### src/lgt_pkg.sv
// lgt_pkg: shared constants and carrier types for the logic gate and delay timer blocks
// assumes one 100 MHz clock and a synchronous active-high reset
package lgt_pkg;
   // =========================================================
   // clock, scan and tick timing
   localparam int LGT_CLK_MHZ   = 100;
   localparam int LGT_TICK_MS   = 10;
   localparam int LGT_TICK_CYC  = LGT_TICK_MS * 1000 * LGT_CLK_MHZ;
   localparam int LGT_SCAN_US   = 1;
   localparam int LGT_SCAN_CYC  = LGT_SCAN_US * LGT_CLK_MHZ;
   // =========================================================
   // widths and setpoint limits
   localparam int LGT_IN_W      = 8;
   localparam int LGT_TW        = 29;
   localparam int LGT_HOUR_MAX  = 999;
   localparam int LGT_MIN_MAX   = 59;
   localparam int LGT_SEC_MAX   = 59;
   localparam int LGT_MS_MAX    = 990;
   localparam int LGT_MS_MIN    = 10;
   localparam int LGT_TICK_SEC  = 1000 / LGT_TICK_MS;
   localparam int LGT_TICK_MIN  = 60 * LGT_TICK_SEC;
   localparam int LGT_TICK_HOUR = 60 * LGT_TICK_MIN;
   localparam logic [LGT_IN_W-1:0] LGT_PREV_RST = 8'h00;
   // =========================================================
   // carrier types
   typedef struct packed {
      logic [9:0] hours;
      logic [5:0] minutes;
      logic [5:0] seconds;
      logic [9:0] millis;
   } lgt_setp_t;
   typedef struct packed {
      logic      retain;
      lgt_setp_t setp;
   } lgt_tcfg_t;
   typedef struct packed {
      logic [LGT_IN_W-1:0] and8;
      logic [LGT_IN_W-1:0] andl8;
      logic [LGT_IN_W-1:0] or8;
      logic [LGT_IN_W-1:0] nand8;
      logic [LGT_IN_W-1:0] nandl8;
      logic [LGT_IN_W-1:0] nor8;
      logic [LGT_IN_W-1:0] orr8;
      logic [LGT_IN_W-1:0] orf8;
      logic                not1;
      logic [1:0]          xor2;
   } lgt_gin_t;
   typedef struct packed {
      logic and_q;
      logic andl_q;
      logic or_q;
      logic nand_q;
      logic nandl_q;
      logic nor_q;
      logic orr_q;
      logic orf_q;
      logic not_q;
      logic xor_q;
   } lgt_gout_t;
endpackage : lgt_pkg

### src/lgt_blocks.sv
// lgt_blocks: scan-evaluated gate library with one on-delay and one off-delay timer
// assumes all inputs synchronous to mclk_i; setpoints held steady by configuration
// Functional notes
// - edge-qualified AND high when all inputs high and one was low last scan
// - OR high when any of eight inputs is high
// - NOT output is the inverse of its input
// - XOR high when its two inputs differ
// - NAND low only when all eight inputs are high
// - edge-qualified NAND high when one input low and all were high last scan
// - NOR high only when every input is low
// - rising-edge OR high when any input rose since last scan
// - falling-edge OR high when any input fell since last scan
// - on-delay starts on trigger rise, output high after setpoint if trigger held
// - on-delay clears elapsed time if trigger drops before setpoint
// - on-delay output low whenever trigger is low
// - on-delay reset clears time and output, overriding trigger
// - setpoint in h:m:s.ms, 10 ms up to 999:59:59.990
// - on-delay timing within 5 ms of setpoint
// - each timer shows its running value on a data output
// - optional retentive mode keeps timer state over reset
// - off-delay output high at once while trigger high
// - off-delay times after trigger falls, then output low and clears
// - each new trigger fall restarts off-delay timing from zero
// - off-delay reset clears time and output, overriding trigger
// - off-delay expiry within 5 ms of setpoint
// - all blocks evaluated once per scan, previous values from preceding scan
`timescale 1ns/100ps
module lgt_blocks #(
   parameter int TICK_CYC = lgt_pkg::LGT_TICK_CYC, // cycles per 10 ms tick
   parameter int SCAN_CYC = lgt_pkg::LGT_SCAN_CYC  // cycles per scan
) (
   input  wire logic                       mclk_i,     // system clock
   input  wire logic                       rst_i,      // sync reset
   input  wire lgt_pkg::lgt_gin_t          gate_i,     // gate inputs
   output lgt_pkg::lgt_gout_t              gate_o,     // gate outputs
   input  wire logic                       on_trg_i,   // on-delay trigger
   input  wire logic                       on_rst_i,   // on-delay reset
   input  wire lgt_pkg::lgt_tcfg_t         on_cfg_i,   // on-delay config
   output logic                            on_q_o,     // on-delay output
   output logic      [lgt_pkg::LGT_TW-1:0] on_run_o,   // on-delay running value
   input  wire logic                       off_trg_i,  // off-delay trigger
   input  wire logic                       off_rst_i,  // off-delay reset
   input  wire lgt_pkg::lgt_tcfg_t         off_cfg_i,  // off-delay config
   output logic                            off_q_o,    // off-delay output
   output logic      [lgt_pkg::LGT_TW-1:0] off_run_o   // off-delay running value
);
   import lgt_pkg::*;

   typedef struct packed {
      logic [31:0]         tick_cnt;
      logic [31:0]         scan_cnt;
      logic [LGT_IN_W-1:0] prev_andl;
      logic [LGT_IN_W-1:0] prev_nandl;
      logic [LGT_IN_W-1:0] prev_orr;
      logic [LGT_IN_W-1:0] prev_orf;
      lgt_gout_t           gout;
      logic [LGT_TW-1:0]   on_setp;
      logic [LGT_TW-1:0]   off_setp;
   } lgt_st_t;

   lgt_st_t          s_reg;
   lgt_st_t          s_next;
   logic             scan_en;
   logic             tick;
   logic             half;
   logic [LGT_TW-1:0] on_ticks;
   logic [LGT_TW-1:0] off_ticks;

   // =========================================================
   // setpoint conversion
   // fields beyond their range saturate rather than wrap, so a bad
   // field gives its own longest legal value, never a short one
   function automatic logic [LGT_TW-1:0] to_ticks(input lgt_setp_t sp);
      logic [LGT_TW-1:0] h;
      logic [LGT_TW-1:0] m;
      logic [LGT_TW-1:0] sc;
      logic [LGT_TW-1:0] ms;
      logic [LGT_TW-1:0] t;
      h  = (sp.hours   > 10'(LGT_HOUR_MAX)) ? LGT_TW'(LGT_HOUR_MAX) : LGT_TW'(sp.hours);
      m  = (sp.minutes > 6'(LGT_MIN_MAX))   ? LGT_TW'(LGT_MIN_MAX)  : LGT_TW'(sp.minutes);
      sc = (sp.seconds > 6'(LGT_SEC_MAX))   ? LGT_TW'(LGT_SEC_MAX)  : LGT_TW'(sp.seconds);
      ms = (sp.millis  > 10'(LGT_MS_MAX))   ? LGT_TW'(LGT_MS_MAX)   : LGT_TW'(sp.millis);
      t  = h * LGT_TW'(LGT_TICK_HOUR) + m * LGT_TW'(LGT_TICK_MIN)
         + sc * LGT_TW'(LGT_TICK_SEC) + ms / LGT_TW'(LGT_TICK_MS);
      if (t == '0) begin
         t = LGT_TW'(LGT_MS_MIN / LGT_TICK_MS);
      end
      return t;
   endfunction : to_ticks

   assign on_ticks  = to_ticks(on_cfg_i.setp);
   assign off_ticks = to_ticks(off_cfg_i.setp);

   // =========================================================
   // strobes from the dividers
   assign tick    = (s_reg.tick_cnt == 32'(TICK_CYC - 1));
   // a tick on this very edge leaves a whole period ahead, so it is not a late phase
   assign half    = (s_reg.tick_cnt >= 32'(TICK_CYC / 2)) && !tick;
   assign scan_en = (s_reg.scan_cnt == 32'(SCAN_CYC - 1));

   // =========================================================
   // one scan: every block reads this scan's inputs, the edge blocks also last scan's copy
   always_comb begin
      s_next          = s_reg;
      s_next.tick_cnt = tick ? 32'h0 : s_reg.tick_cnt + 32'h1;
      s_next.scan_cnt = scan_en ? 32'h0 : s_reg.scan_cnt + 32'h1;
      s_next.on_setp  = on_ticks;
      s_next.off_setp = off_ticks;
      if (scan_en) begin
         s_next.gout.and_q   = &gate_i.and8;
         s_next.gout.andl_q  = (&gate_i.andl8) && !(&s_reg.prev_andl);
         s_next.gout.or_q    = |gate_i.or8;
         s_next.gout.not_q   = !gate_i.not1;
         s_next.gout.xor_q   = gate_i.xor2[0] ^ gate_i.xor2[1];
         s_next.gout.nand_q  = !(&gate_i.nand8);
         s_next.gout.nandl_q = !(&gate_i.nandl8) && (&s_reg.prev_nandl);
         s_next.gout.nor_q   = !(|gate_i.nor8);
         s_next.gout.orr_q   = |(gate_i.orr8 & ~s_reg.prev_orr);
         s_next.gout.orf_q   = |(~gate_i.orf8 & s_reg.prev_orf);
         // previous-scan copies, kept only for the edge blocks
         s_next.prev_andl    = gate_i.andl8;
         s_next.prev_nandl   = gate_i.nandl8;
         s_next.prev_orr     = gate_i.orr8;
         s_next.prev_orf     = gate_i.orf8;
      end
   end

   // =========================================================
   // state register
   always_ff @(posedge mclk_i) begin
      if (rst_i) begin
         s_reg            <= '0;
         s_reg.prev_andl  <= LGT_PREV_RST;
         s_reg.prev_nandl <= LGT_PREV_RST;
         s_reg.prev_orr   <= LGT_PREV_RST;
         s_reg.prev_orf   <= LGT_PREV_RST;
         // reload at once, so a timer retained through reset never sees a short setpoint
         s_reg.on_setp    <= on_ticks;
         s_reg.off_setp   <= off_ticks;
      end else begin
         s_reg <= s_next;
      end
   end
   assign gate_o = s_reg.gout;

   // =========================================================
   // timers
   lgt_timer #(
      .OFF_DELAY (1'b0)
   ) u_on_delay_timer (
      .mclk_i    (mclk_i),
      .rst_i     (rst_i),
      .scan_en_i (scan_en),
      .tick_i    (tick),
      .half_i    (half),
      .trg_i     (on_trg_i),
      .trst_i    (on_rst_i),
      .retain_i  (on_cfg_i.retain),
      .setp_i    (s_reg.on_setp),
      .q_o       (on_q_o),
      .run_o     (on_run_o)
   );

   lgt_timer #(
      .OFF_DELAY (1'b1)
   ) u_off_delay_timer (
      .mclk_i    (mclk_i),
      .rst_i     (rst_i),
      .scan_en_i (scan_en),
      .tick_i    (tick),
      .half_i    (half),
      .trg_i     (off_trg_i),
      .trst_i    (off_rst_i),
      .retain_i  (off_cfg_i.retain),
      .setp_i    (s_reg.off_setp),
      .q_o       (off_q_o),
      .run_o     (off_run_o)
   );
endmodule : lgt_blocks

### src/lgt_timer.sv
// lgt_timer: one delay timer, on-delay or off-delay by parameter
// assumes scan and tick enables from the parent and a setpoint already in ticks
`timescale 1ns/100ps
module lgt_timer #(
   parameter bit OFF_DELAY = 1'b0
) (
   input  wire logic                      mclk_i,    // system clock
   input  wire logic                      rst_i,     // global reset
   input  wire logic                      scan_en_i, // scan strobe
   input  wire logic                      tick_i,    // 10 ms tick
   input  wire logic                      half_i,    // tick phase past half
   input  wire logic                      trg_i,     // trigger
   input  wire logic                      trst_i,    // timer reset
   input  wire logic                      retain_i,  // retentive mode
   input  wire logic [lgt_pkg::LGT_TW-1:0] setp_i,   // setpoint in ticks
   output logic                           q_o,       // timer output
   output logic      [lgt_pkg::LGT_TW-1:0] run_o     // running value
);
   import lgt_pkg::*;
   typedef struct packed {
      logic              prev;
      logic              q;
      logic              running;
      logic              skip;
      logic              valid;
      logic [LGT_TW-1:0] elapsed;
   } lgt_tst_t;
   lgt_tst_t s_reg;
   lgt_tst_t s_next;
   logic     done;

   // =========================================================
   // next state
   assign done = s_reg.running && (s_reg.elapsed >= setp_i);
   always_comb begin
      s_next = s_reg;
      // skip absorbs a late-phase first tick so expiry lands within half a tick
      if (tick_i && s_reg.running && !done) begin
         if (s_reg.skip) begin
            s_next.skip = 1'b0;
         end else begin
            s_next.elapsed = s_reg.elapsed + 1'b1;
         end
      end
      if (scan_en_i) begin
         s_next.prev = trg_i;
         if (trst_i) begin
            s_next.q       = 1'b0;
            s_next.running = 1'b0;
            s_next.elapsed = '0;
         end else if (!OFF_DELAY) begin
            if (!trg_i) begin
               s_next.q       = 1'b0;
               s_next.running = 1'b0;
               s_next.elapsed = '0;
            end else if (!s_reg.prev) begin
               s_next.running = 1'b1;
               s_next.elapsed = '0;
               s_next.skip    = half_i;
            end else if (done) begin
               s_next.q       = 1'b1;
               s_next.running = 1'b0;
            end
         end else begin
            if (trg_i) begin
               s_next.q       = 1'b1;
               s_next.running = 1'b0;
               s_next.elapsed = '0;
            end else if (s_reg.prev) begin
               s_next.running = 1'b1;
               s_next.elapsed = '0;
               s_next.skip    = half_i;
            end else if (done) begin
               s_next.q       = 1'b0;
               s_next.running = 1'b0;
               s_next.elapsed = '0;
            end
         end
      end
   end

   // =========================================================
   // state register; a retained timer survives a warm reset
   always_ff @(posedge mclk_i) begin
      if (rst_i && !(retain_i && s_reg.valid)) begin
         s_reg <= '0;
      end else if (rst_i) begin
         s_reg <= s_reg;
      end else begin
         s_reg <= s_next;
         s_reg.valid <= 1'b1;
      end
   end
   assign q_o   = s_reg.q;
   assign run_o = s_reg.elapsed;

   if (!OFF_DELAY) begin : g_on

   end else begin : g_off

   end
endmodule : lgt_timer
### config.mk
export PLATFORM = sky130hd
export DESIGN_NAME = lgt_blocks
export DESIGN_NICKNAME = d
export VERILOG_FILES = /design/src/lgt_pkg.sv /design/src/lgt_blocks.sv /design/src/lgt_timer.sv
export SDC_FILE = /design/constraint.sdc
export NUM_CORES = 1
export LEC_CHECK = 0
export BUFFER_PORTS_ARGS = -buffer_cell sky130_fd_sc_hd__buf_4
export CAP_MARGIN = 10
export CORE_MARGIN = 8
export CORE_UTILIZATION = 55
export DETAILED_ROUTE_END_ITERATION = 10
export GPL_ROUTABILITY_DRIVEN = 0
export PLACE_DENSITY = 0.72
export SETUP_SLACK_MARGIN = 0.5
export SLEW_MARGIN = 10
export SYNTH_ARGS = -nofsm -noshare
export SYNTH_HDL_FRONTEND = slang
export SYNTH_HIERARCHICAL = 1
export SYNTH_SLANG_ARGS = --single-unit
export TNS_END_PERCENT = 50
### constraint.sdc
create_clock -name mclk_i -period 9.7 [get_ports mclk_i]
set_clock_uncertainty 0.15 [all_clocks]
set_input_delay 0.97 -clock mclk_i [delete_from_list [all_inputs] [get_ports mclk_i]]
set_output_delay 0.97 -clock mclk_i [all_outputs]
set_load 0.01 [all_outputs]
* After elaboration in Yosys (flattened, before gate mapping)
Index checks and enable logic that the tools add are counted.
** Operators by class
- Reduce and logical (&&, ||, !) cells :: 44
- Div/mod/pow operators :: 2
- Order comparisons :: 11
- Bitwise gates (word level) :: 6
- Mux-type cells :: 43
- Multiply operators :: 6
- Add/subtract/negate cells :: 10
- Equal/unequal tests :: 6
** Operators by type and width (number)
- 29-bit two-way mux :: 15
- 32-bit by 1-bit adder with 32-bit output, second input constant :: 2
- 29-bit by 1-bit adder with 29-bit output, second input constant :: 2
- 29-bit by 13-bit adder with 29-bit output :: 2
- 29-bit by 19-bit adder with 29-bit output :: 2
- 29-bit adder :: 2
- 29-bit by 4-bit divider with 29-bit output, second input constant :: 2
- 29-bit >= comparator :: 2
- 29-bit logical NOT :: 2
- 8-bit AND reduction :: 6
- 10-bit by 13-bit multiplier with 23-bit output, second input constant :: 2
- 10-bit > comparator, second input constant :: 4
- 10-bit two-way mux :: 4
- 32-bit by 20-bit == test with 1-bit output, second input constant :: 1
- 32-bit by 7-bit == test with 1-bit output, second input constant :: 1
- 32-bit by 19-bit >= comparator with 1-bit output, second input constant :: 1
- 8-bit OR reduction :: 4
- 6-bit by 9-bit multiplier with 15-bit output, second input constant :: 2
- 6-bit > comparator, second input constant :: 4
- 6-bit two-way mux :: 4
- 6-bit by 5-bit multiplier with 11-bit output, second input constant :: 2
- 8-bit AND :: 2
- 8-bit inverter :: 2
- 1-bit two-way mux :: 14
- 14 further kinds :: 44
** Word-level totals
- Register bits after elaboration :: 232

* Logic depth before layout (Yosys ltp)
Gate-level depths: netlist (run 1).
- Depth in word-level cells :: 10
- Depth in mapped cells :: 38

* By module
Netlist (run 1), hierarchy kept.
** By module, submodules not included
- lgt_blocks :: cells each 2290, area an instance 19424.9 sq um, seq. area each 3283.1 sq um, instances 1
- lgt_timer at u_off_delay_timer :: cells each 342, area an instance 2727.6 sq um, seq. area each 680.7 sq um, instances 1
- lgt_timer at u_on_delay_timer :: cells each 340, area an instance 2681.3 sq um, seq. area each 680.7 sq um, instances 1

* Worst setup path before layout (run 1)
OpenSTA, ideal clock, no wires.
- Path kind :: in2reg
- Start point :: in on_cfg_i[26] (netlist name)
- End point :: reg s_reg[29] (netlist name)
- Arrival time :: 8.418 ns
- Cell stages on the path :: 30
- Data required time :: 9.486 ns
- Slack :: 1.068 ns
- Setup time :: 0.064 ns
- Path through :: o21ai_0 > nor2_1 > or2_2 > fa_1 > ha_1 > fa_1 > inv_1 > fa_1 > inv_1 > fa_1 > ha_1 > nand3_1 > o22ai_1 > nor2_1 > xnor2_1 > ha_1 > ha_1 > ha_1 > a2111oi_0 > o21a_1 > nor2_1 > xor2_1 > or3_1 > or4_1 > nor4_1 > nand2_1 > or4_1 > nor4_1 > o211ai_1 > nand4_1
** Between the ends
- Word-level cells in the longest chain between the ends :: 8
** Ends and longest elaborated chain
- start: declaration :: RTL line lgt_blocks.sv:38 : input wire lgt_pkg::lgt_tcfg_t on_cfg_i,
- 10-bit > comparator :: RTL line lgt_blocks.sv:79 : h = (sp.hours > 10'(LGT_HOUR_MAX)) ? LGT_TW'(LGT_HOUR_MAX) : LGT_TW'(sp.hours);
- 10-bit two-way mux * :: RTL line lgt_blocks.sv:79
- 10-bit by 13-bit multiplier with 23-bit output * :: RTL line lgt_blocks.sv:83 : t = h * LGT_TW'(LGT_TICK_HOUR) + m * LGT_TW'(LGT_TICK_MIN)
- 29-bit by 19-bit adder with 29-bit output * :: RTL line lgt_blocks.sv:83
- 29-bit by 13-bit adder with 29-bit output * :: RTL line lgt_blocks.sv:84 : + sc * LGT_TW'(LGT_TICK_SEC) + ms / LGT_TW'(LGT_TICK_MS);
- 29-bit adder * :: RTL line lgt_blocks.sv:84
- 29-bit logical NOT * :: RTL line lgt_blocks.sv:85 : if (t == '0) begin
- 29-bit two-way mux * :: RTL line lgt_blocks.sv:85
- end signal: assignment :: RTL line lgt_blocks.sv:141 : s_reg <= s_next;
- end: declaration :: RTL line lgt_blocks.sv:61 : lgt_st_t s_reg;
Mark *: on every way between the ends. The rest lies on a longest branch, timed or not.
A chain may end at the register's enable or synchronous reset.

* Worst setup path after layout (run 1)
- Start point :: in off_cfg_i[26] (netlist name)
- End point :: reg s_reg[0] (netlist name)
** Between the ends
- Word-level cells in the longest chain between the ends :: 8
** Ends and longest elaborated chain
- start: declaration :: RTL line lgt_blocks.sv:43 : input wire lgt_pkg::lgt_tcfg_t off_cfg_i,
- 10-bit > comparator :: RTL line lgt_blocks.sv:79
- 10-bit two-way mux * :: RTL line lgt_blocks.sv:79
- 10-bit by 13-bit multiplier with 23-bit output * :: RTL line lgt_blocks.sv:83
- 29-bit by 19-bit adder with 29-bit output * :: RTL line lgt_blocks.sv:83
- 29-bit by 13-bit adder with 29-bit output * :: RTL line lgt_blocks.sv:84
- 29-bit adder * :: RTL line lgt_blocks.sv:84
- 29-bit logical NOT * :: RTL line lgt_blocks.sv:85
- 29-bit two-way mux * :: RTL line lgt_blocks.sv:85
Marks and branches as above.

==> results.rst, run 1 <==
.. list-table::
   :header-rows: 1

   * - Metric
     - Value
   * - Tmin final
     - 8721 ps
   * - Leading cell type by number of instances after synthesis
     - sky130_fd_sc_hd__ha_1
   * - Worst reg-to-reg setup slack
     - 5860 ps
   * - GRT Util Overall
     - 21.61%
   * - Core ar.
     - 44990 um^2
   * - Final Max Tran Viols
     - 0
   * - IO buf count
     - 208
   * - Worst min-delay path class
     - reg -> reg
   * - Arithmetic-cell share of the synthesized area counting full adders, half adders and majority gates
     - 30.34%
   * - Net count after synthesis
     - 3625
   * - Crit. End Element
     - flip-flop
   * - TritonCTS Buffers
     - 24
   * - Critical Path Start
     - off_cfg_i[26]
   * - Worst Setup Start Kind
     - input pin
   * - Area leader, netlist
     - sky130_fd_sc_hd__ha_1
   * - Setup crit end
     - s_reg[0]
   * - Register share of total power
     - 11.8%
   * - Mean instance size in the synthesized netlist
     - 8.356 um^2
   * - Area fraction in compound gates after synthesis
     - 16.47%
   * - Number of endpoints with negative hold slack in the final report
     - 0
   * - Final-layout setup total negative slack
     - 0 ps
   * - Synthesized-area fraction occupied by xor and xnor cells
     - 6.771%
   * - Fraction of synthesized area in multiplexers
     - 0.5895%
   * - Initial antenna violation count
     - 3
   * - Least-Margin Pin Slew
     - 1132 ps
   * - Final setup margin
     - 979.3 ps
   * - Buffers from clock root to sink, at most
     - 3
   * - Number of warnings issued by yosys
     - 6
   * - Top fanout value on the critical path
     - 5
   * - Wirelength per Cell
     - 16.13 um
   * - Gate count of the mapped netlist
     - 2972
   * - Overall die area
     - 52210 um^2
   * - Number of buffers added for setup after CTS
     - 0
   * - Status
     - finished clean
   * - Worst Reg2Reg Path Length in Cells
     - 10
   * - Length of routed wiring on met1
     - 28200 um
   * - Post-synthesis sequential area ratio
     - 18.70%
   * - # fillers
     - 3950
   * - Clock tree from TritonCTS
     - done
   * - Fraction of final layout cells sized beyond drive strength 1
     - 10.70%
   * - Wirelength, routed
     - 59170 um
   * - TritonRoute pass-1 iters
     - 7
   * - Leakage dissipation
     - 12.57 nW
   * - Vias
     - 20920
   * - Cell variety after synth
     - 106
   * - Metal2 WL
     - 26880 um
   * - Final global-route overflow total
     - 0
   * - Fraction of registers with async set/reset
     - 0%
   * - Synth Area in Simple Gates
     - 18.22%
   * - Remaining routing DRC violations
     - 0
   * - Highest metal used
     - met5
   * - Clock Latency Late Sink
     - 530 ps
   * - Data required time at the worst endpoint
     - 9990 ps
   * - Share of total power in the clock network
     - 8.8%
   * - Internal power component
     - 5.264 mW
   * - Post-placement setup slack
     - 347.4 ps
   * - PwrDens
     - 390.1 nW/um^2
   * - Via count of the first global-routing pass
     - 20180
   * - Relative contribution of combinational cells to total power
     - 79.4%
   * - Period utilisation layout
     - 89.90%
   * - Share of the synthesized area in the top cell type
     - 18.84%
   * - Die height
     - 228.5 um
   * - Storage cell area
     - 4644 um^2
   * - Number of max-capacitance violations reported
     - 0
   * - Global-route wire length before repair
     - 97660 um
   * - Most area-consuming cells after synthesis
     - sky130_fd_sc_hd__ha_1 (19%), sky130_fd_sc_hd__dfxtp_1 (19%), sky130_fd_sc_hd__fa_1 (11%)
   * - Clk sinks
     - 232
   * - Worst relative slew slack
     - 23.70%
   * - Final layout net count
     - 3702
   * - Multi-input gate area
     - 18010 um^2
   * - Cell chosen for the clock root
     - sky130_fd_sc_hd__clkbuf_16
   * - Placement row count
     - 78
   * - Placed wire-length estimate
     - 48670 um
   * - Switch share
     - 50.23%
   * - Post-synth EDFFs
     - 0
   * - FF+latch count, synth
     - 232
   * - Data arrival time at the worst-slack endpoint
     - 9010 ps
   * - Combined area of all synthesized cells
     - 24830 um^2
   * - Most instantiated flip-flop cell in the synthesis netlist
     - sky130_fd_sc_hd__dfxtp_1
   * - Post-cts gate resize count
     - 0
   * - Vias per Instance
     - 5.704
   * - Final setup violation count
     - 0
   * - Unrepaired setup endpoints after global routing
     - true
   * - I/O pins
     - 209
   * - Max Freq
     - 0.1147 GHz
   * - Reg-to-Reg Start
     - s_reg[132]
   * - Area growth, synth to finish
     - 9.180%
   * - Switching pwr
     - 5.312 mW
   * - Worst Path Class, Setup
     - in -> reg
   * - Flip-flop count of the largest register after layout
     - 154
   * - Initial core utilization
     - 55.20%
   * - H-tree depth
     - 1
   * - Number of nets with antenna violations after detailed routing
     - 0
   * - Largest family of logic cells by synthesized area
     - adder cells
   * - Clock transition at the register clock pins on the worst setup and hold paths after CTS
     - 60 ps
   * - Peak VDD IR
     - 0.5835 mV
   * - 1st-iter DRT viols
     - 1304
   * - Number of hold-repair buffers added at the cts stage
     - 0
   * - Destination of the worst register-to-register timing path
     - u_on_delay_timer/run_o[20]
   * - Routed wire length on met3
     - 3151 um
   * - Final standard cell utilization of the core
     - 60.26%
   * - Maximum number of pins on one net before global-route repair
     - 57
   * - Most numerous cell types in the synthesized netlist
     - sky130_fd_sc_hd__ha_1 (374), sky130_fd_sc_hd__inv_1 (341), sky130_fd_sc_hd__dfxtp_1 (232)
   * - Die X-Extent
     - 228.5 um
[area by class of cell]
type	instances	share of cell area, %
clock inverters	9	0.4199
repair buffers	214	5.925
well taps	600	2.769
inverters	343	4.748
diodes	3	0.02769
multi-input cells	2234	66.42
flip-flops and latches	232	17.13
clock buffers	33	2.561
[kinds of logic (layout without fill, tap and decap cells)]
| kind of cell | after synthesis | in the layout |
|---|---|---|
| and+or+nand+nor | 892 | 892 |
| adders and majority gates | 519 | 519 |
| buffers and inverters | 506 | 599 |
| muxes | 14 | 14 |
| other | 0 | 3 |
| DFF | 232 | 232 |
| AOI/OAI and AO/OA | 617 | 617 |
| xor gates and xnor gates | 192 | 192 |
[cell usage in the layout (no fill, tap or decap), types with 10 or more instances in the layout]
cell / n
sky130_fd_sc_hd__nand4_1: 47
sky130_fd_sc_hd__nor2b_1: 29
sky130_fd_sc_hd__or2_2: 17
sky130_fd_sc_hd__a2111oi_0: 12
sky130_fd_sc_hd__and2_1: 16
sky130_fd_sc_hd__o31ai_1: 11
sky130_fd_sc_hd__nand2_1: 213
sky130_fd_sc_hd__ha_1: 374
sky130_fd_sc_hd__inv_1: 341
sky130_fd_sc_hd__a211oi_1: 11
sky130_fd_sc_hd__o21bai_1: 17
sky130_fd_sc_hd__a31oi_1: 20
sky130_fd_sc_hd__or4_1: 15
sky130_fd_sc_hd__nand3b_1: 10
sky130_fd_sc_hd__o32ai_1: 10
sky130_fd_sc_hd__xor2_1: 82
sky130_fd_sc_hd__nor2_1: 211
sky130_fd_sc_hd__o211ai_1: 19
sky130_fd_sc_hd__buf_4: 214
sky130_fd_sc_hd__nor4_1: 32
sky130_fd_sc_hd__a21oi_1: 208
sky130_fd_sc_hd__o21a_1: 27
sky130_fd_sc_hd__clkbuf_16: 24
sky130_fd_sc_hd__fa_1: 140
sky130_fd_sc_hd__o21ai_0: 110
sky130_fd_sc_hd__nor3_1: 44
sky130_fd_sc_hd__or3_1: 36
sky130_fd_sc_hd__nand2b_1: 44
sky130_fd_sc_hd__a21o_1: 42
sky130_fd_sc_hd__and3_1: 46
sky130_fd_sc_hd__xnor2_1: 110
sky130_fd_sc_hd__o2111ai_1: 14
sky130_fd_sc_hd__nand3_1: 87
sky130_fd_sc_hd__dfxtp_1: 232
[worst min-delay path by stage]
| stage | from | slack, ps | end | depth (start not counted) |
|---|---|---|---|---|
| floorplan | s_reg[87] | 280 | s_reg[87] | 2 |
| global placement | s_reg[79] | 290 | s_reg[79] | 2 |
| detailed placement | s_reg[68] | 290 | s_reg[68] | 2 |
| CTS | s_reg[68] | 300 | s_reg[68] | 2 |
| global route | s_reg[68] | 310 | s_reg[68] | 2 |
| finish | s_reg[68] | 300 | s_reg[68] | 2 |
[stage by stage]
| stage | total power, mW | hold slack (ps) | instances | area, um^2 |
|---|---|---|---|---|
| floorplan | 7.617 | 281.7 | 2972 | 24830 |
| global placement | 9.289 | 287.8 | 3623 | 26290 |
| detailed placement | 9.452 | 293.5 | 3623 | 26290 |
| CTS | 10.50 | 302.2 | 3665 | 27090 |
| global route | 11.71 | 313.7 | 3668 | 27110 |
| finish | 10.58 | 300.6 | 3668 | 27110 |
[power by group through the flow]
stage / clock network (mW) / registers (mW) / logic, mW
6_report: 0.933 / 1.25 / 8.40
5_1_grt: 0.996 / 1.26 / 9.46
4_1_cts: 0.961 / 1.25 / 8.29
3_5_place_dp: 0 / 1.27 / 8.18
3_3_place_gp: 0 / 1.27 / 8.02
2_1_floorplan: 0 / 1.25 / 6.37
[layer usage]
layer | up-vias | global-route usage [%]
met5 | - | 0
met4 | 2 | 4.371
met3 | 63 | 2.780
met2 | 572 | 35.61
met1 | 9855 | 30.08
li1 | 10430 | -
[worst max-delay path, cell delays in order]
cell and delay [ps]:
sky130_fd_sc_hd__buf_4 110, sky130_fd_sc_hd__o21ai_0 150, sky130_fd_sc_hd__nor2_1 100, sky130_fd_sc_hd__nor2b_1 390
sky130_fd_sc_hd__fa_1 530, sky130_fd_sc_hd__ha_1 340, sky130_fd_sc_hd__fa_1 490, sky130_fd_sc_hd__inv_1 50
sky130_fd_sc_hd__fa_1 510, sky130_fd_sc_hd__inv_1 60, sky130_fd_sc_hd__fa_1 450, sky130_fd_sc_hd__ha_1 350
sky130_fd_sc_hd__a21boi_1 370, sky130_fd_sc_hd__nor2_1 100, sky130_fd_sc_hd__ha_1 310, sky130_fd_sc_hd__ha_1 300
sky130_fd_sc_hd__ha_1 230, sky130_fd_sc_hd__a2111oi_0 450, sky130_fd_sc_hd__a22oi_1 150, sky130_fd_sc_hd__xor2_1 190
sky130_fd_sc_hd__or4_1 500, sky130_fd_sc_hd__or4_1 390, sky130_fd_sc_hd__or4b_1 490, sky130_fd_sc_hd__or4_1 440
sky130_fd_sc_hd__nor4_2 240, sky130_fd_sc_hd__a32oi_1 150, sky130_fd_sc_hd__o2111ai_1 200
No activity file was read; power rests on OpenSTA's default activity.
==> run 2: changes to the inputs <==
--- a/config.mk
+++ b/config.mk
@@ -7,7 +7,7 @@
 export LEC_CHECK = 0
 export BUFFER_PORTS_ARGS = -buffer_cell sky130_fd_sc_hd__buf_4
 export CAP_MARGIN = 10
-export CORE_MARGIN = 8
+export CORE_MARGIN = 2
 export CORE_UTILIZATION = 55
 export DETAILED_ROUTE_END_ITERATION = 10
 export GPL_ROUTABILITY_DRIVEN = 0
==> results.rst, run 2 (synthesis gave the netlist of run 1 again) <==
.. list-table::
   :header-rows: 1

   * - Metric
     - Value
   * - Status
     - finished clean
   * - Final layout net count
     - 3702
   * - Unrepaired setup endpoints after global routing
     - true
   * - Master of the slowest instance on the critical path
     - sky130_fd_sc_hd__a2111oi_1
   * - Cell chosen for the clock root
     - sky130_fd_sc_hd__clkbuf_16
   * - WHS
     - 300.6 ps
   * - Via count of the first global-routing pass
     - 20180
   * - Placement-stage cell area
     - 26280 um^2
   * - IO buf count
     - 208
   * - PwrDens
     - 393.7 nW/um^2
   * - H-tree depth
     - 1
   * - Final setup margin
     - 845.2 ps
   * - 1st-iter DRT viols
     - 1280
   * - Number of max-capacitance violations reported
     - 0
   * - Least-Margin Pin Slew
     - 1082 ps
   * - Final setup violation count
     - 0
   * - Placed wire-length estimate
     - 48190 um
   * - Vias
     - 20880
   * - Data arrival time at the worst-slack endpoint
     - 9170 ps
   * - Worst Setup Start Kind
     - input pin
   * - Final-layout setup total negative slack
     - 0 ps
   * - # fillers
     - 3882
   * - Number of nets with antenna violations after detailed routing
     - 0
   * - Most frequent cell on the critical path
     - sky130_fd_sc_hd__ha_1
   * - Die height
     - 216.5 um
   * - Clk sinks
     - 232
   * - Clock tree from TritonCTS
     - done
   * - Final global-route overflow total
     - 0
   * - Crit-path max cell delay
     - 570 ps
   * - Multi-input gate area
     - 18010 um^2
   * - Max Freq
     - 0.1129 GHz
   * - Die X-Extent
     - 216.5 um
   * - Storage cell area
     - 4644 um^2
   * - GRT Util Overall
     - 24.28%
   * - I/O pins
     - 209
   * - Initial core utilization
     - 55.91%
   * - Maximum number of pins on one net before global-route repair
     - 57
   * - Wirelength per Cell
     - 16.06 um
   * - Tmin final
     - 8855 ps
   * - Finished Cell Area
     - 27140 um^2
   * - Buffers from clock root to sink, at most
     - 3
   * - Area growth, synth to finish
     - 9.296%
   * - Remaining routing DRC violations
     - 0
   * - Commonest cells after routing, fill and taps aside
     - sky130_fd_sc_hd__ha_1 (374), sky130_fd_sc_hd__inv_1 (341), sky130_fd_sc_hd__dfxtp_1 (232), sky130_fd_sc_hd__buf_4 (214), sky130_fd_sc_hd__nand2_1 (213)
   * - Worst Path Class, Setup
     - in -> reg
   * - Antenna Cells
     - 0
   * - Core ar.
     - 44410 um^2
   * - Wirelength, routed
     - 58780 um
   * - Overall die area
     - 46870 um^2
   * - Flip-flop count of the largest register after layout
     - 154
   * - Most common library cell in the layout ignoring fill and taps
     - sky130_fd_sc_hd__ha_1
   * - Clock Latency Late Sink
     - 550 ps
   * - Final standard cell utilization of the core
     - 61.11%
   * - TritonCTS Buffers
     - 24
   * - Crit. End Element
     - flip-flop
   * - Number of endpoints with negative hold slack in the final report
     - 0
   * - Clock transition at the register clock pins on the worst setup and hold paths after CTS
     - 60 ps
   * - TritonRoute pass-1 iters
     - 6
   * - Worst relative slew slack
     - 27.10%
   * - Number of buffers added for setup after CTS
     - 0
   * - Initial antenna violation count
     - 1
   * - Post-placement setup slack
     - 246.9 ps
   * - Leakage dissipation
     - 12.59 nW
   * - Global-route wire length before repair
     - 96980 um
   * - Peak VDD IR
     - 0.5070 mV
   * - Worst min-delay path class
     - reg -> reg
   * - Fraction of final layout cells sized beyond drive strength 1
     - 10.82%
   * - Number of hold-repair buffers added at the cts stage
     - 0
   * - Period utilisation layout
     - 91.29%
   * - Top fanout value on the critical path
     - 5
   * - Placement row count
     - 77
   * - Final Max Tran Viols
     - 0
   * - Data required time at the worst endpoint
     - 10010 ps
   * - Post-cts gate resize count
     - 0
   * - Vias per Instance
     - 5.706
run 2: cell count changes in the layout (fill, tap and decap cells not counted), sizes merged:
cell,change
inv,-2
clkinvlp,+1
diode,-3
clkinv,+3
run 2: final timing paths:
path | slack (ps) | depth (start not counted) | from | end
max | 850 | 31 | on_cfg_i[26] | s_reg[29]
min | 300 | 2 | s_reg[70] | s_reg[70]
min reg2reg | 300 | 2 | s_reg[70] | s_reg[70]
max reg2reg | 6220 | 11 | s_reg[132] | u_on_delay_timer/run_o[20]
run 2: area by class of cell:
| cell class | instances | share of cell area (%) |
|---|---|---|
| Clock inverter | 11 | 0.5025 |
| Sequential cell | 232 | 17.11 |
| Tap cell | 592 | 2.729 |
| Multi-Input combinational cell | 2234 | 66.36 |
| Clock buffer | 33 | 2.632 |
| Inverter | 343 | 4.743 |
| Timing Repair Buffer | 214 | 5.919 |
run 2: metrics by stage:
stage / total power [mW] / std cells
3_5_place_dp: 9.536 / 3615
5_1_grt: 11.75 / 3659
3_3_place_gp: 9.308 / 3615
2_1_floorplan: 7.617 / 2972
6_report: 10.69 / 3659
4_1_cts: 10.61 / 3659
run 2: critical path: cells and delay by family:
kind | cells | cell delay (ps)
AND/OR/NAND/NOR | 12 | 2730
AO/OA/AOI/OAI | 5 | 1480
adder cells (fa/ha/maj) | 9 | 3490
buffers and inverters | 3 | 210
XOR/XNOR | 2 | 290
run 2: power breakdown:
group / switching [mW] / internal (mW)
Sequential: 0.0395 / 1.21
Combinational: 4.97 / 3.50
Clock: 0.392 / 0.572
Total: 5.40 / 5.28
run 2: layer usage:
| layer | global-route usage (%) | up-vias | part of all wire, % |
|---|---|---|---|
| met3 | 2.526 | 58 | 5.2 |
| met4 | 4.589 | 2 | 1.3 |
| li1 | - | 10440 | - |
| met2 | 40.07 | 525 | 46 |
| met1 | 34.58 | 9857 | 48 |
| met5 | 0 | - | 0.022 |
==> run 3: changes to the inputs <==
--- a/config.mk
+++ b/config.mk
@@ -11,7 +11,7 @@
 export CORE_UTILIZATION = 55
 export DETAILED_ROUTE_END_ITERATION = 10
 export GPL_ROUTABILITY_DRIVEN = 0
-export PLACE_DENSITY = 0.72
+export PLACE_DENSITY_LB_ADDON = 0.25
 export SETUP_SLACK_MARGIN = 0.5
 export SLEW_MARGIN = 10
 export SYNTH_ARGS = -nofsm -noshare
==> constraint.sdc (replaced) <==
create_clock -name mclk_i -period 9.7 [get_ports mclk_i]
set_clock_uncertainty 0.15 [all_clocks]
set_input_delay 0.485 -clock mclk_i [delete_from_list [all_inputs] [get_ports mclk_i]]
set_output_delay 0.485 -clock mclk_i [all_outputs]
set_load 0.01 [all_outputs]
==> results.rst, run 3 (synthesis gave the netlist of run 1 again) <==
.. list-table::
   :header-rows: 1

   * - Metric
     - Value
   * - Status
     - finished clean
   * - Overall die area
     - 46870 um^2
   * - IO buf count
     - 208
   * - Final Max Tran Viols
     - 0
   * - Crit-path max cell delay
     - 690 ps
   * - I/O pins
     - 209
   * - Multi-input gate area
     - 18000 um^2
   * - H-tree depth
     - 1
   * - Most frequent cell on the critical path
     - sky130_fd_sc_hd__ha_1
   * - Number of max-capacitance violations reported
     - 0
   * - Initial core utilization
     - 55.91%
   * - Die height
     - 216.5 um
   * - Number of endpoints with negative hold slack in the final report
     - 0
   * - Area growth, synth to finish
     - 9.044%
   * - Final global-route overflow total
     - 0
   * - Max Freq
     - 0.1179 GHz
   * - Core ar.
     - 44410 um^2
   * - Commonest cells after routing, fill and taps aside
     - sky130_fd_sc_hd__ha_1 (374), sky130_fd_sc_hd__inv_1 (341), sky130_fd_sc_hd__dfxtp_1 (232), sky130_fd_sc_hd__nand2_1 (213), sky130_fd_sc_hd__nor2_1 (211)
   * - Top fanout value on the critical path
     - 5
   * - Cell chosen for the clock root
     - sky130_fd_sc_hd__clkbuf_16
   * - Vias per Instance
     - 5.705
   * - Crit. End Element
     - flip-flop
   * - Leakage dissipation
     - 12.55 nW
   * - Data required time at the worst endpoint
     - 10010 ps
   * - Global-route wire length before repair
     - 96090 um
   * - Finished Cell Area
     - 27080 um^2
   * - Final layout net count
     - 3699
   * - Final-layout setup total negative slack
     - 0 ps
   * - Highest metal used
     - met5
   * - # fillers
     - 3890
   * - TritonCTS Buffers
     - 23
   * - Worst Setup Start Kind
     - input pin
   * - Peak VDD IR
     - 0.6110 mV
   * - Clock transition at the register clock pins on the worst setup and hold paths after CTS
     - 60 ps
   * - Placed wire-length estimate
     - 47290 um
   * - Most common library cell in the layout ignoring fill and taps
     - sky130_fd_sc_hd__ha_1
   * - Remaining routing DRC violations
     - 0
   * - Initial antenna violation count
     - 1
   * - Master of the slowest instance on the critical path
     - sky130_fd_sc_hd__a2111oi_0
   * - Final setup violation count
     - 0
   * - PwrDens
     - 388.6 nW/um^2
   * - Flip-flop count of the largest register after layout
     - 154
   * - Post-cts gate resize count
     - 0
   * - Via count of the first global-routing pass
     - 20180
   * - Placement-stage cell area
     - 26250 um^2
   * - TritonRoute pass-1 iters
     - 6
   * - Final setup margin
     - 1220 ps
   * - Period utilisation layout
     - 87.43%
   * - Tmin final
     - 8481 ps
   * - Clk sinks
     - 232
   * - Die X-Extent
     - 216.5 um
   * - Number of nets with antenna violations after detailed routing
     - 0
   * - GRT Util Overall
     - 24.03%
   * - Least-Margin Pin Slew
     - 1116 ps
   * - Wirelength per Cell
     - 15.73 um
   * - Post-placement setup slack
     - 710.4 ps
   * - Worst min-delay path class
     - in -> reg
   * - Routed wire length on met3
     - 2734 um
   * - Final standard cell utilization of the core
     - 60.97%
   * - 1st-iter DRT viols
     - 1282
   * - Length of routed wiring on met1
     - 27890 um
   * - Vias
     - 20850
   * - Data arrival time at the worst-slack endpoint
     - 8790 ps
   * - Metal2 WL
     - 26090 um
   * - Antenna Cells
     - 0
   * - Buffers from clock root to sink, at most
     - 3
   * - Placement row count
     - 77
   * - Maximum number of pins on one net before global-route repair
     - 57
   * - Fraction of final layout cells sized beyond drive strength 1
     - 10.48%
   * - Wirelength, routed
     - 57480 um
   * - Clock tree from TritonCTS
     - done
   * - Clock Latency Late Sink
     - 530 ps
   * - Unrepaired setup endpoints after global routing
     - false
   * - Worst Path Class, Setup
     - in -> reg
   * - Storage cell area
     - 4644 um^2
   * - Worst relative slew slack
     - 24.79%
## run 3: cell count changes in the layout (fill, tap and decap cells not counted), sizes merged
cell,change
clkinvlp,-1
buf,-3
clkbuf,-2
bufinv,+2
dlygate4sd3,+1
inv,+2
clkinv,-3
## run 3: worst paths after layout
check                    start                          end  slack [ps]  cells after the start
setup / recovery  on_cfg_i[26]                    s_reg[29]        1220                     31
hold / removal       gate_i[7]                    s_reg[72]          60                      3
setup reg to reg    s_reg[132]  u_off_delay_timer/run_o[16]        6000                     11
hold reg to reg      s_reg[85]                    s_reg[85]         300                      2
## run 3: what timing repair did
item	4_1_cts	5_1_grt
setup buffers	0	0
hold endpoints to repair	1	0
hold buffers	1	0
## run 3: critical path, delay by kind of cell
family	cells	cell delay (ps)
compound gates	5	1650
xor+xnor	2	300
fa+ha+maj	9	3470
buf+inv	3	220
simple gates	12	2660
## run 3: stage by stage
step	hold WS [ps]	power (mW)	std cells
final	58.26	10.52	3655
after floorplan	281.7	7.617	2972
after detailed placement	294.0	9.411	3611
after global routing	47.78	11.70	3655
after global placement	287.8	9.222	3611
after CTS	33.33	10.49	3654
## run 3: cell type report
type / instances / share of cell area (%)
Inverter: 343 / 4.754
Tap cell: 592 / 2.735
Sequential cell: 232 / 17.15
Clock buffer: 31 / 2.347
Clock inverter: 11 / 0.6561
Timing Repair Buffer: 212 / 5.900
Multi-Input combinational cell: 2234 / 66.46
## run 3: where the power goes
part           switching, mW  internal [mW]
registers             0.0404           1.21
clock network          0.385          0.572
logic                   4.84           3.48
total                   5.26           5.26
## run 3: metal layers
layer  GRT usage [%]  up-vias
li1                -    10430
met4           4.635        2
met5               0        -
met2           39.86      536
met3           2.049       57
met1           34.31     9830
